`src/rtl/hall_ctrl_map.vh`:
```
// Constants for the Hall sensor option and conversion controller
`ifndef HALL_CTRL_MAP_VH
`define HALL_CTRL_MAP_VH

`define CLK_PERIOD_NS      8
`define WORD_BITS          16
`define WORD_GAP_NS        100
`define WORD_GAP_CYC       ((`WORD_GAP_NS + `CLK_PERIOD_NS - 1) / `CLK_PERIOD_NS)

`define GAIN_100MT         2'h0
`define GAIN_300MT         2'h1
`define GAIN_1T            2'h2
`define GAIN_3T            2'h3

`define AXIS_SCAN          2'h0
`define AXIS_X             2'h1
`define AXIS_Y             2'h2
`define AXIS_Z             2'h3

`define RATE_3K_HZ         3000
`define RATE_375_HZ        375
`define CONV_3K_CYC        (125000000 / `RATE_3K_HZ)
`define CONV_1K5_CYC       (125000000 / 1500)
`define CONV_750_CYC       (125000000 / 750)
`define CONV_375_CYC       (125000000 / `RATE_375_HZ)

`define BITS_14            5'h0E
`define BITS_15            5'h0F
`define BITS_16            5'h10

`define BOOST_NUM          13
`define BOOST_DEN          10

`define CH_X               2'h0
`define CH_Y               2'h1
`define CH_Z               2'h2
`define CH_T               2'h3

`define FIFO_DEPTH         16
`define FIFO_AW            4
`endif

```
`src/rtl/sample_fifo.v`:
```
// Synchronous FIFO carrying finished samples to the serial port
`timescale 1ns/1ns
`default_nettype none
module sample_fifo #(
    parameter WIDTH = 18,
    parameter DEPTH = 16,
    parameter AW    = 4
) (
    input  wire             core_clk_i, // Core clock
    input  wire             rst_n_i,    // Synchronous reset, active low
    input  wire             clk_en_i,   // Freezes all state when low
    input  wire             flush_i,    // Drops all content
    input  wire [WIDTH-1:0] in_data_i,  // Write data
    input  wire             in_valid_i, // Write request
    output wire             in_ready_o, // Not full
    output reg  [WIDTH-1:0] out_data_o, // Head word
    output wire             out_valid_o,// Not empty
    input  wire             out_ready_i // Head taken
);
    reg [WIDTH-1:0] mem [0:DEPTH-1];
    reg [AW:0]      wr_q;
    reg [AW:0]      rd_q;
    wire            full  = (wr_q[AW] != rd_q[AW]) && (wr_q[AW-1:0] == rd_q[AW-1:0]);
    wire            empty = (wr_q == rd_q);
    wire            push  = in_valid_i && !full;
    wire            pop   = out_valid_o && out_ready_i;

    assign in_ready_o  = !full;
    assign out_valid_o = !empty;

    always @* begin
        out_data_o = mem[rd_q[AW-1:0]];
    end

    always @(posedge core_clk_i) begin
        if (!rst_n_i || (clk_en_i && flush_i)) begin
            wr_q <= {(AW+1){1'b0}};
            rd_q <= {(AW+1){1'b0}};
        end else if (clk_en_i) begin
            if (push) begin
                mem[wr_q[AW-1:0]] <= in_data_i;
                wr_q <= wr_q + 1'b1;
            end
            if (pop)
                rd_q <= rd_q + 1'b1;
        end
    end
endmodule
`default_nettype wire

```
`src/rtl/hall_ctrl.v`:
```
// Option decode, conversion sequencing and SPI mode 0 slave of the Hall sensor
`timescale 1ns/1ns
`default_nettype none
`include "hall_ctrl_map.vh"
module hall_ctrl (
    input  wire        core_clk_i,         // 125 MHz core clock
    input  wire        rst_n_i,            // Synchronous reset, active low
    input  wire        clk_en_i,           // Freezes all state when low
    input  wire        interface_select_i, // High selects analog mode
    input  wire [1:0]  gain_sel_i,         // Range pins
    input  wire [1:0]  axis_choice_i,      // Axis pins
    input  wire        low_power_i,        // Low power pin
    input  wire        polarity_flip_i,    // Bias reversal pin
    input  wire        range_boost_i,      // Range widening pin
    input  wire [1:0]  conv_rate_sel_i,    // 0: 3 kHz ... 3: 0.375 kHz
    input  wire [1:0]  out_channel_i,      // Channel reported on the port
    input  wire        ready_on_miso_i,    // Ready copied to miso_o while idle; miso_oe_o stays low
    input  wire        conv_hold_i,        // Converter hold pin
    input  wire [15:0] adc_x_i,            // Raw 16-bit converter results
    input  wire [15:0] adc_y_i,            // Y result
    input  wire [15:0] adc_z_i,            // Z result
    input  wire [15:0] adc_t_i,            // Temperature result
    input  wire        sclk_i,             // SPI clock from master
    input  wire        cs_n_i,             // SPI chip select, active low
    input  wire        mosi_i,             // SPI data in
    output reg         miso_o,             // SPI data out
    output reg         miso_oe_o,          // MISO driven when high
    output reg         sample_ready_flag_o,// Data ready pin
    output reg  [15:0] rx_word_o,          // Last word from master
    output reg         rx_valid_o,         // One-cycle pulse per word
    output reg  [1:0]  gain_o,             // Decoded range to amplifier
    output reg         boost_o,            // Range widened by 30 percent
    output reg  [2:0]  axis_en_o,          // Amplified axes, z y x
    output reg         scan_o,             // Axis multiplexer running
    output reg         low_power_o,        // Low power bias
    output reg         bias_flip_o,        // Hall bias reversed
    output reg  [4:0]  out_bits_o,         // Bits delivered
    output reg         conv_run_o,         // Converters running
    output reg  [3:0]  conv_strobe_o,      // Per converter end pulse t z y x
    output reg  [1:0]  mux_axis_o          // Axis now on shared amplifier
);
    // ----------------------------------------------------------------
    // Synchronisers
    // ----------------------------------------------------------------
    // Pins idle low, matching pull-downs, so a floating pin decodes as 0
    reg [10:0] pin_s1_q;
    reg [10:0] pin_s2_q;
    reg [2:0]  spi_s1_q;
    reg [2:0]  spi_s2_q;
    reg [2:0]  spi_s3_q;
    wire [10:0] pins = {interface_select_i, gain_sel_i, axis_choice_i, low_power_i,
                        polarity_flip_i, range_boost_i, conv_rate_sel_i, conv_hold_i};

    always @(posedge core_clk_i) begin
        if (!rst_n_i) begin
            pin_s1_q <= 11'h000;
            pin_s2_q <= 11'h000;
            spi_s1_q <= 3'h1;
            spi_s2_q <= 3'h1;
            spi_s3_q <= 3'h1;
        end else if (clk_en_i) begin
            pin_s1_q <= pins;
            pin_s2_q <= pin_s1_q;
            spi_s1_q <= {sclk_i, mosi_i, cs_n_i};
            spi_s2_q <= spi_s1_q;
            spi_s3_q <= spi_s2_q;
        end
    end

    wire       analog_s = pin_s2_q[10];
    wire [1:0] gain_s   = pin_s2_q[9:8];
    wire [1:0] axis_s   = pin_s2_q[7:6];
    wire       lp_s     = pin_s2_q[5];
    wire       flip_s   = pin_s2_q[4];
    wire       boost_s  = pin_s2_q[3];
    wire [1:0] rate_s   = pin_s2_q[2:1];
    wire       hold_s   = pin_s2_q[0];
    wire       sclk_s   = spi_s2_q[2];
    wire       mosi_s   = spi_s2_q[1];
    wire       cs_s     = spi_s2_q[0];
    wire       sclk_rise = sclk_s && !spi_s3_q[2];
    wire       sclk_fall = !sclk_s && spi_s3_q[2];
    wire       cs_fall   = !cs_s && spi_s3_q[0];

    // ----------------------------------------------------------------
    // Helpers
    // ----------------------------------------------------------------
    function [31:0] period_of;
        input [1:0] sel;
        begin
            case (sel)
                2'h0:    period_of = `CONV_3K_CYC;
                2'h1:    period_of = `CONV_1K5_CYC;
                2'h2:    period_of = `CONV_750_CYC;
                default: period_of = `CONV_375_CYC;
            endcase
        end
    endfunction

    function [4:0] bits_of;
        input [1:0] sel;
        begin
            case (sel)
                2'h0:    bits_of = `BITS_14;
                2'h1:    bits_of = `BITS_15;
                default: bits_of = `BITS_16;
            endcase
        end
    endfunction

    // Drop low bits to the delivered width and invert about mid-scale
    function [15:0] scale;
        input [15:0] raw;
        input [4:0]  bits;
        input        flip;
        reg   [15:0] v;
        begin
            v = flip ? (16'hFFFF - raw) : raw;
            if (bits == `BITS_14)
                scale = {2'h0, v[15:2]};
            else if (bits == `BITS_15)
                scale = {1'h0, v[15:1]};
            else
                scale = v;
        end
    endfunction

    // ----------------------------------------------------------------
    // Option decode
    // ----------------------------------------------------------------
    // Options other than the rate come from pins only in analog mode; digital mode keeps their defaults
    always @(posedge core_clk_i) begin
        if (!rst_n_i) begin
            gain_o      <= `GAIN_100MT;
            boost_o     <= 1'b0;
            axis_en_o   <= 3'h7;
            scan_o      <= 1'b1;
            low_power_o <= 1'b0;
            bias_flip_o <= 1'b0;
            out_bits_o  <= `BITS_14;
        end else if (clk_en_i) begin
            gain_o      <= analog_s ? gain_s : `GAIN_100MT;
            boost_o     <= analog_s && boost_s;
            low_power_o <= analog_s && lp_s;
            bias_flip_o <= analog_s && flip_s;
            scan_o      <= !analog_s || (axis_s == `AXIS_SCAN);
            case (analog_s ? axis_s : `AXIS_SCAN)
                `AXIS_X: axis_en_o <= 3'h1;
                `AXIS_Y: axis_en_o <= 3'h2;
                `AXIS_Z: axis_en_o <= 3'h4;
                default: axis_en_o <= 3'h7;
            endcase
            out_bits_o  <= bits_of(rate_s);
        end
    end

    // ----------------------------------------------------------------
    // Conversion sequencing
    // ----------------------------------------------------------------
    reg [31:0] conv_cnt_q;
    reg        hold_q;
    wire [31:0] period = period_of(rate_s);
    wire        conv_end = conv_run_o && (conv_cnt_q >= period - 32'h1);
    wire        restart  = hold_q && !hold_s;

    always @(posedge core_clk_i) begin
        if (!rst_n_i) begin
            conv_cnt_q    <= 32'h0;
            hold_q        <= 1'b0;
            conv_run_o    <= 1'b0;
            conv_strobe_o <= 4'h0;
            mux_axis_o    <= `CH_X;
        end else if (clk_en_i) begin
            hold_q        <= hold_s;
            conv_strobe_o <= 4'h0;
            if (hold_s) begin
                conv_run_o <= 1'b0;
                conv_cnt_q <= 32'h0;
            end else begin
                conv_run_o <= 1'b1;
                conv_cnt_q <= (conv_end || restart) ? 32'h0 : conv_cnt_q + 32'h1;
                // The temperature converter and each enabled axis converter finish together at the shared rate
                if (conv_end)
                    conv_strobe_o <= {1'b1, axis_en_o};
            end
            // Shared amplifier walks the axes; parked when one is chosen
            if (scan_o)
                mux_axis_o <= (mux_axis_o == `CH_Z) ? `CH_X : mux_axis_o + 2'h1;
            else
                mux_axis_o <= axis_en_o[2] ? `CH_Z : (axis_en_o[1] ? `CH_Y : `CH_X);
        end
    end

    // ----------------------------------------------------------------
    // Sample buffer
    // ----------------------------------------------------------------
    reg  [15:0] sel_raw;
    wire [15:0] fifo_out;
    wire        fifo_valid;
    wire        fifo_ready;
    reg         fifo_take;
    wire        sel_end = conv_strobe_o[out_channel_i];

    always @* begin
        case (out_channel_i)
            `CH_X:   sel_raw = axis_en_o[0] ? adc_x_i : 16'h8000;
            `CH_Y:   sel_raw = axis_en_o[1] ? adc_y_i : 16'h8000;
            `CH_Z:   sel_raw = axis_en_o[2] ? adc_z_i : 16'h8000;
            default: sel_raw = adc_t_i;
        endcase
    end

    // A full buffer drops the newest sample; the master is simply too slow
    sample_fifo #(
        .WIDTH (16),
        .DEPTH (`FIFO_DEPTH),
        .AW    (`FIFO_AW)
    ) u_fifo (
        .core_clk_i  (core_clk_i),
        .rst_n_i     (rst_n_i),
        .clk_en_i    (clk_en_i),
        .flush_i     (hold_s),
        .in_data_i   (scale(sel_raw, out_bits_o, bias_flip_o)),
        .in_valid_i  (sel_end),
        .in_ready_o  (fifo_ready),
        .out_data_o  (fifo_out),
        .out_valid_o (fifo_valid),
        .out_ready_i (fifo_take)
    );

    // ----------------------------------------------------------------
    // SPI mode 0 slave
    // ----------------------------------------------------------------
    reg [15:0] tx_q;
    reg [15:0] rx_q;
    reg [4:0]  bit_q;
    reg [15:0] last_q;

    always @* begin
        fifo_take = cs_fall && fifo_valid;
    end

    always @(posedge core_clk_i) begin
        if (!rst_n_i) begin
            tx_q                <= 16'h0000;
            rx_q                <= 16'h0000;
            bit_q               <= 5'h00;
            last_q              <= 16'h0000;
            miso_o              <= 1'b0;
            miso_oe_o           <= 1'b0;
            sample_ready_flag_o <= 1'b0;
            rx_word_o           <= 16'h0000;
            rx_valid_o          <= 1'b0;
        end else if (clk_en_i) begin
            rx_valid_o <= 1'b0;
            miso_oe_o  <= !cs_s || ready_on_miso_i;
            if (cs_s)
                miso_oe_o <= 1'b0;
            // New data raises ready; a frame start clears it, clear wins
            if (fifo_valid && !cs_fall)
                sample_ready_flag_o <= 1'b1;
            else if (cs_fall)
                sample_ready_flag_o <= 1'b0;
            if (cs_fall) begin
                // With no fresh sample the previous one is read again
                tx_q   <= fifo_valid ? fifo_out : last_q;
                last_q <= fifo_valid ? fifo_out : last_q;
                miso_o <= fifo_valid ? fifo_out[15] : last_q[15];
                bit_q  <= 5'h00;
            end else if (!cs_s && sclk_rise) begin
                rx_q  <= {rx_q[14:0], mosi_s};
                bit_q <= bit_q + 5'h01;
                if (bit_q == 5'h0F) begin
                    rx_word_o  <= {rx_q[14:0], mosi_s};
                    rx_valid_o <= 1'b1;
                end
            end else if (!cs_s && sclk_fall) begin
                tx_q   <= {tx_q[14:0], 1'b0};
                miso_o <= tx_q[14];
            end else if (cs_s) begin
                miso_o <= sample_ready_flag_o && ready_on_miso_i;
            end
        end
    end
endmodule
`default_nettype wire

```
`config.mk`:
```
export PLATFORM = sky130hd
export DESIGN_NAME = hall_ctrl
export DESIGN_NICKNAME = d
export VERILOG_FILES = /design/src/rtl/sample_fifo.v /design/src/rtl/hall_ctrl.v
export VERILOG_INCLUDE_DIRS = /design/src /design/src/rtl
export SDC_FILE = /design/constraint.sdc
export NUM_CORES = 1
export LEC_CHECK = 0
export BUFFER_PORTS_ARGS = -buffer_cell sky130_fd_sc_hd__buf_4
export CORE_MARGIN = 3
export CORE_UTILIZATION = 50
export DETAILED_ROUTE_END_ITERATION = 7
export MAX_ROUTING_LAYER = met4
export PLACE_DENSITY_LB_ADDON = 0.08
export SETUP_SLACK_MARGIN = 0.1
export SYNTH_ARGS = -nofsm -noshare
export SYNTH_HDL_FRONTEND = slang
export SYNTH_HIERARCHICAL = 1
export SYNTH_SLANG_ARGS = --single-unit
```
`constraint.sdc`:
```
create_clock -name core_clk_i -period 9.5 [get_ports core_clk_i]
set_input_delay 0 -clock core_clk_i [delete_from_list [all_inputs] [get_ports core_clk_i]]
set_output_delay 0 -clock core_clk_i [all_outputs]
set_load 0.01 [all_outputs]
```
==> flow_summary.toml, run 1 <==
[sta]
fin_crit_ns = 4.21
skew_ns = 0.0152
tightest_slew_ns = 1.30
holdWs_ns = 0.243
fmax_mhz = 237
final.setup.tns_ns = 0
finalSetupViolCount = 0
hold_viol_final = 0
layout_setup_ws_ns = 5.29
slew_headroom_pct = 13.1
fin_crit_sh_pct = 44.4
maxSlewViolCount = 0
rsz0062_at_grt = "false"

[floorplanning]
die_height_um = 200
dieArea_um2 = 40000
start_util_pct = 51.0
core-area_um2 = 36900
ioPinCount = 125
num_rows = 70
dieWidth_um = 200

[yosys]
avgSynthCellArea_um2 = 12.3
postSynthCellCount = 1525
yosysWarnings = 6
synth_area_um2 = 18800
synthesis.nets = 1646

[final_layout]
fin_area_um2 = 22000
final_cells = 2195
drive_above_1_share_pct = 19.5
area_growth_pct = 16.8
nets = 1776
fillers = 2968

[placed_design]
placed_area_um2 = 20300
gp_congestion = 0.894
place_ws_ns = 5.56
dp_cells = 2090
dp_hpwl_um = 30700
port_buffers = 124

[clock_tree]
clockBufferDepth = 3
cts_buffers = 45
cts.sink_count = 423
cts_tree = "built"
clk_pin_slew_ns = 0.06
cts_resized = 0
root_buffer = "clkbuf_16"
clock_latency_ns = 0.57
htreeDepth = 2

[critical_path]
cpMaxStageDelayCell = "dlygate4sd3_1"
crit_type = "register to register"
crit_path_end_kind = "register"
worst_ep_arrival_time_ns = 4.72
rrSetupSlack_ns = 5.29
crit_path_frequent_cell = "ha_1"
cp_max_fo = 26
worstPathRequired_ns = 10.01
cpPeakStageDelay_ns = 0.53
start_kind = "register"
worstPathCellList = "inv_1, ha_1, nor3_1, nand2_1, or2_2, ha_1, a211oi_1, nand4_1, or4_1, nor4_4, buf_4, o21a_1, o211a_1, dlygate4sd3_1"

[drt]
top_layer = "met4"
antenna_left = 0
wl_met2_um = 23300
firstDrtPassIters = 5
wl_per_cell_um = 22.2
routed_wl_um = 48700
drc = 0
via_count = 12800
dr.first_iter.drc_count = 935
drt-met1-wl_um = 21300
avgViaCountPerCell = 5.81
wl_met3_um = 3010

[min_path]
hold_path_class = "input port to register"

[global_route]
globalRouteOverflowTotal = 0
first_global_vias = 12400
grt_pass1_wl_um = 73800
grt_use_total_pct = 25.1
grt_max_degree = 77
antenna_found_initial = 1

[pwr]
power_density_nw_per_um2 = 182
vdd_drop_max_mv = 0.203
p_leak_nw = 7.72

[job]
maxCapViolations = 0

[run_status]
outcome = "complete, no violations"
-- per-layer routing --
layer | global-route usage (%) | vias to the layer above
met1 | 33.5 | 6334
met5 | - | -
met2 | 40.6 | 381
met4 | 6.36 | 0
met3 | 4.16 | 75
li1 | - | 5961
-- timing repair --
action,in CTS,in global routing
endpoints found under the hold margin,31,0
setup buffers,0,0
endpoints found under the setup margin,0,0
hold buffers,22,0
-- worst paths after layout --
path,from,end,depth (start not counted)
worst max-delay path,pin_s2_q[1],conv_cnt_q[0],14
worst min-delay path,range_boost_i,pin_s1_q[3],4
worst max register to register,pin_s2_q[1],conv_cnt_q[0],14
worst min register to register,miso_oe_o,miso_oe_o,1
-- flip-flops by register name (all words and copies together) (netlist names), 2 cells and up, named ones only --
signal         cells
u_fifo/mem       256
conv_cnt_q        32
last_q            16
rx_word_o         16
rx_q              15
tx_q              15
pin_s1_q          11
pin_s2_q          11
bit_q              5
u_fifo/rd_q        5
u_fifo/wr_q        5
conv_strobe_o      4
axis_en_o          3
out_bits_o         3
spi_s1_q           3
spi_s2_q           3
gain_o             2
mux_axis_o         2
spi_s3_q           2
-- layout by cell type, fill, tap and decap left out, types with 5 or more instances in the layout --
master,n
edfxtp_1,256
a211oi_1,31
dfxtp_1,165
ha_1,37
a21boi_0,34
clkinv_1,6
clkbuf_16,46
o221ai_1,17
clkbuf_1,13
nor2_1,102
nand4_1,18
mux4_2,65
nor2b_1,55
mux2i_1,60
nand3b_1,5
or3_1,9
inv_1,19
nor4_1,13
nand2b_1,12
and2_1,19
o21ai_0,19
a21oi_1,53
buf_4,159
a22oi_1,46
dlygate4sd3_1,22
clkinv_2,8
nor3_1,11
xor2_1,7
nand2_1,175
and3_1,6
o211ai_1,6
a31oi_1,10
a21o_1,15
xnor2_1,24
o211a_1,5
nand3_1,43
o21ai_1,8
mux2_2,13
-- report_power, final --
| part | switching (mW) | total [mW] | leakage [nW] | internal (mW) |
|---|---|---|---|---|
| Sequential | 0.0138 | 2.00 | 3.66 | 1.98 |
| Clock | 0.710 | 1.72 | 0.713 | 1.01 |
| Combinational | 0.180 | 0.291 | 3.35 | 0.111 |
| Total | 0.904 | 4.01 | 7.72 | 3.10 |
-- final cells by class --
class | count | area, µm² | area share, %
Sequential cell | 423 | 11000 | 50.2
Multi-Input combinational cell | 984 | 7370 | 33.5
Timing Repair Buffer | 181 | 1410 | 6.43
Clock buffer | 63 | 1250 | 5.71
Tap cell | 504 | 631 | 2.87
Clock inverter | 19 | 196 | 0.894
Inverter | 20 | 75.1 | 0.342
Antenna cell | 1 | 2.50 | 0.0114
-- through the flow --
stage | utilization [%] | total power, mW
after floorplan | - | 2.20
after global routing | 59.6 | 4.15
after global placement | 55.1 | 2.31
final | 59.6 | 4.01
after detailed placement | 55.1 | 2.32
after CTS | 59.6 | 4.05
-- worst max-delay path: cells and delay by family, from the launching register on --
family,cells,cell delay [ns]
compound gates,3,0.54
fa+ha+maj,2,0.58
buf+inv,3,1.10
flops,1,0.46
simple gates,6,1.47
Power figures use the tool's default switching activity.
==> inputs of run 2 (changes only) <==
- clock period: 9.5 -> 3.5 ns (I/O delays scaled with it)
==> run 2 against run 1 <==
Against the previous run: via count up 0.25%; non-clock buffer count is 43 higher; final area grew 1.7%; critical path depth unchanged; register-to-register slack got worse by 5.0 ns; combinational power grew to 2.8 times the previous value.
==> flow_summary.toml, run 2 (synthesized netlist as in run 1, its figures left out) <==
[critical_path]
start_kind = "register"
worstPathRequired_ns = 4.00
worstPathCellList = "inv_4, ha_2, o21ai_0, ha_1, or2_4, ha_4, a211oi_2, nand4_1, or4_4, nor4_4, buf_6, bufbuf_16, o221ai_1, a21boi_1"
cp_max_fo = 5
worst_ep_arrival_time_ns = 3.68
crit_path_end_kind = "register"
cpPeakStageDelay_ns = 0.47
rr_worst_depth = 14
r2r_end = "conv_cnt_q[22]"
critPathLaunch = "pin_s2_q[1]"
r2r_start = "pin_s2_q[1]"
rrSetupSlack_ns = 0.32
crit_type = "register to register"
cpMaxStageDelayCell = "or4_4"

[floorplanning]
core-area_um2 = 36900
num_rows = 70
die_height_um = 200
ioPinCount = 125
dieArea_um2 = 40000
start_util_pct = 51.0
dieWidth_um = 200

[global_route]
grt-busiest-layer = "met2"
grt_use_total_pct = 24.5
use_met3_pct = 4.45
grt_pass1_wl_um = 72300
grt_max_degree = 92
met2_usage_pct = 38.8
globalRouteOverflowTotal = 0
grtUsageMet1_pct = 32.8
antenna_found_initial = 0
first_global_vias = 12500

[placed_design]
gp_congestion = 0.883
dp_hpwl_um = 30900
dp_cells = 2130
port_buffers = 124
placed_area_um2 = 20600
place_ws_ns = -0.0369

[sta]
finalSetupViolCount = 0
fin_crit_sh_pct = 90.9
maxSlewViolCount = 0
tightest_slew_ns = 1.14
holdWs_ns = 0.0558
layout_setup_ws_ns = 0.319
rsz0062_at_grt = "false"
fmax_mhz = 314
slew_headroom_pct = 24.1
skew_ns = 0.0227
hold_viol_final = 0
fin_crit_ns = 3.18

[drt]
avgViaCountPerCell = 5.73
drc = 0
wl_per_cell_um = 21.1
routed_wl_um = 47000
firstDrtPassIters = 7
via_count = 12800
dr.first_iter.drc_count = 853
antenna_left = 0

[clock_tree]
cts_buffers = 45
cts_tree = "built"
clk_pin_slew_ns = 0.06
clock_latency_ns = 0.59
cts.sink_count = 423
htreeDepth = 2
clockBufferDepth = 3
root_buffer = "clkbuf_16"

[pwr]
p_clk_share_pct = 41.1
switching_share_pct = 22.8
seq_power_share_pct = 51.2
vdd_drop_max_mv = 0.507
p_comb_share_pct = 7.7
power_density_nw_per_um2 = 473
p_switching_mw = 2.41
intPower_mw = 8.17
p_leak_nw = 7.94

[final_layout]
drive_above_1_share_pct = 22.1
diodes = 0
area_growth_pct = 18.7
utilization_pct = 60.6
seq_area_um2 = 11000
multi_input_area_um2 = 7440
layout_commonest_cell = "edfxtp_1"
fin_area_um2 = 22300
nets = 1819
final_cell_mix = "256 x edfxtp_1, 199 x buf_4, 174 x nand2_1"
largest_register_ffs = 256
fillers = 2953
final_cells = 2229

[min_path]
hold_path_class = "input port to register"
min_to = "u_fifo/wr_q[4]"
hold_depth = 3
min-delay-start = "rst_n_i"

[run_status]
outcome = "complete, no violations"

[job]
maxCapViolations = 0
-- run 2: worst max path at each step --
| stage | slack, ns | end | cells after the start |
|---|---|---|---|
| floorplan | 0.23 | conv_cnt_q[17] | 13 |
| global placement | 0.12 | conv_strobe_o[1] | 13 |
| detailed placement | -0.04 | conv_cnt_q[24] | 12 |
| CTS | 0.16 | conv_cnt_q[26] | 14 |
| global route | 0.13 | conv_cnt_q[11] | 14 |
| finish | 0.32 | conv_cnt_q[22] | 14 |
-- run 2: power by group through the flow --
stage | clock network, mW | registers, mW | logic, mW
after floorplan | 0 | 5.51 | 0.468
after global placement | 0 | 5.52 | 0.783
after detailed placement | 0 | 5.52 | 0.792
after CTS | 4.45 | 5.41 | 0.820
after global routing | 4.66 | 5.42 | 0.892
final | 4.35 | 5.41 | 0.815
-- run 2: critical path, delay by kind of cell, from the launching register on --
kind	cells	cell delay (ns)
and+or+nand+nor	4	1.04
adders and majority gates	3	0.62
AOI/OAI and AO/OA	4	0.59
buffers and inverters	3	0.51
DFF	1	0.37
-- run 2: what timing repair did --
action	in CTS	in global routing
setup buffers	5	0
endpoints found under the hold margin	22	0
endpoints found under the setup margin	14	28
gates cloned	2	0
gates resized for setup	23	3
hold buffers	18	0
pin swaps	5	5
-- run 2: final cells by class --
| class | instances | area share (%) |
|---|---|---|
| timing repair buffer | 224 | 8.19 |
| clock inverter | 13 | 0.392 |
| tap | 504 | 2.82 |
| clock buffer | 61 | 5.54 |
| sequential | 423 | 49.4 |
| multi-input combinational | 984 | 33.3 |
| inverter | 20 | 0.358 |
-- run 2: layer usage --
layer  vias to the layer above  part of all wire (%)
li1                       6061                     -
met1                      6275                    44
met3                        81                   6.2
met4                         0                   2.5
met2                       366                    47
met5                         -                     0
-- run 2: through the flow --
step	TNS [ns]	power, mW
2_1_floorplan	0	5.98
6_report	0	10.6
3_3_place_gp	0	6.30
5_1_grt	0	11.0
4_1_cts	0	10.7
3_5_place_dp	-0.157	6.31
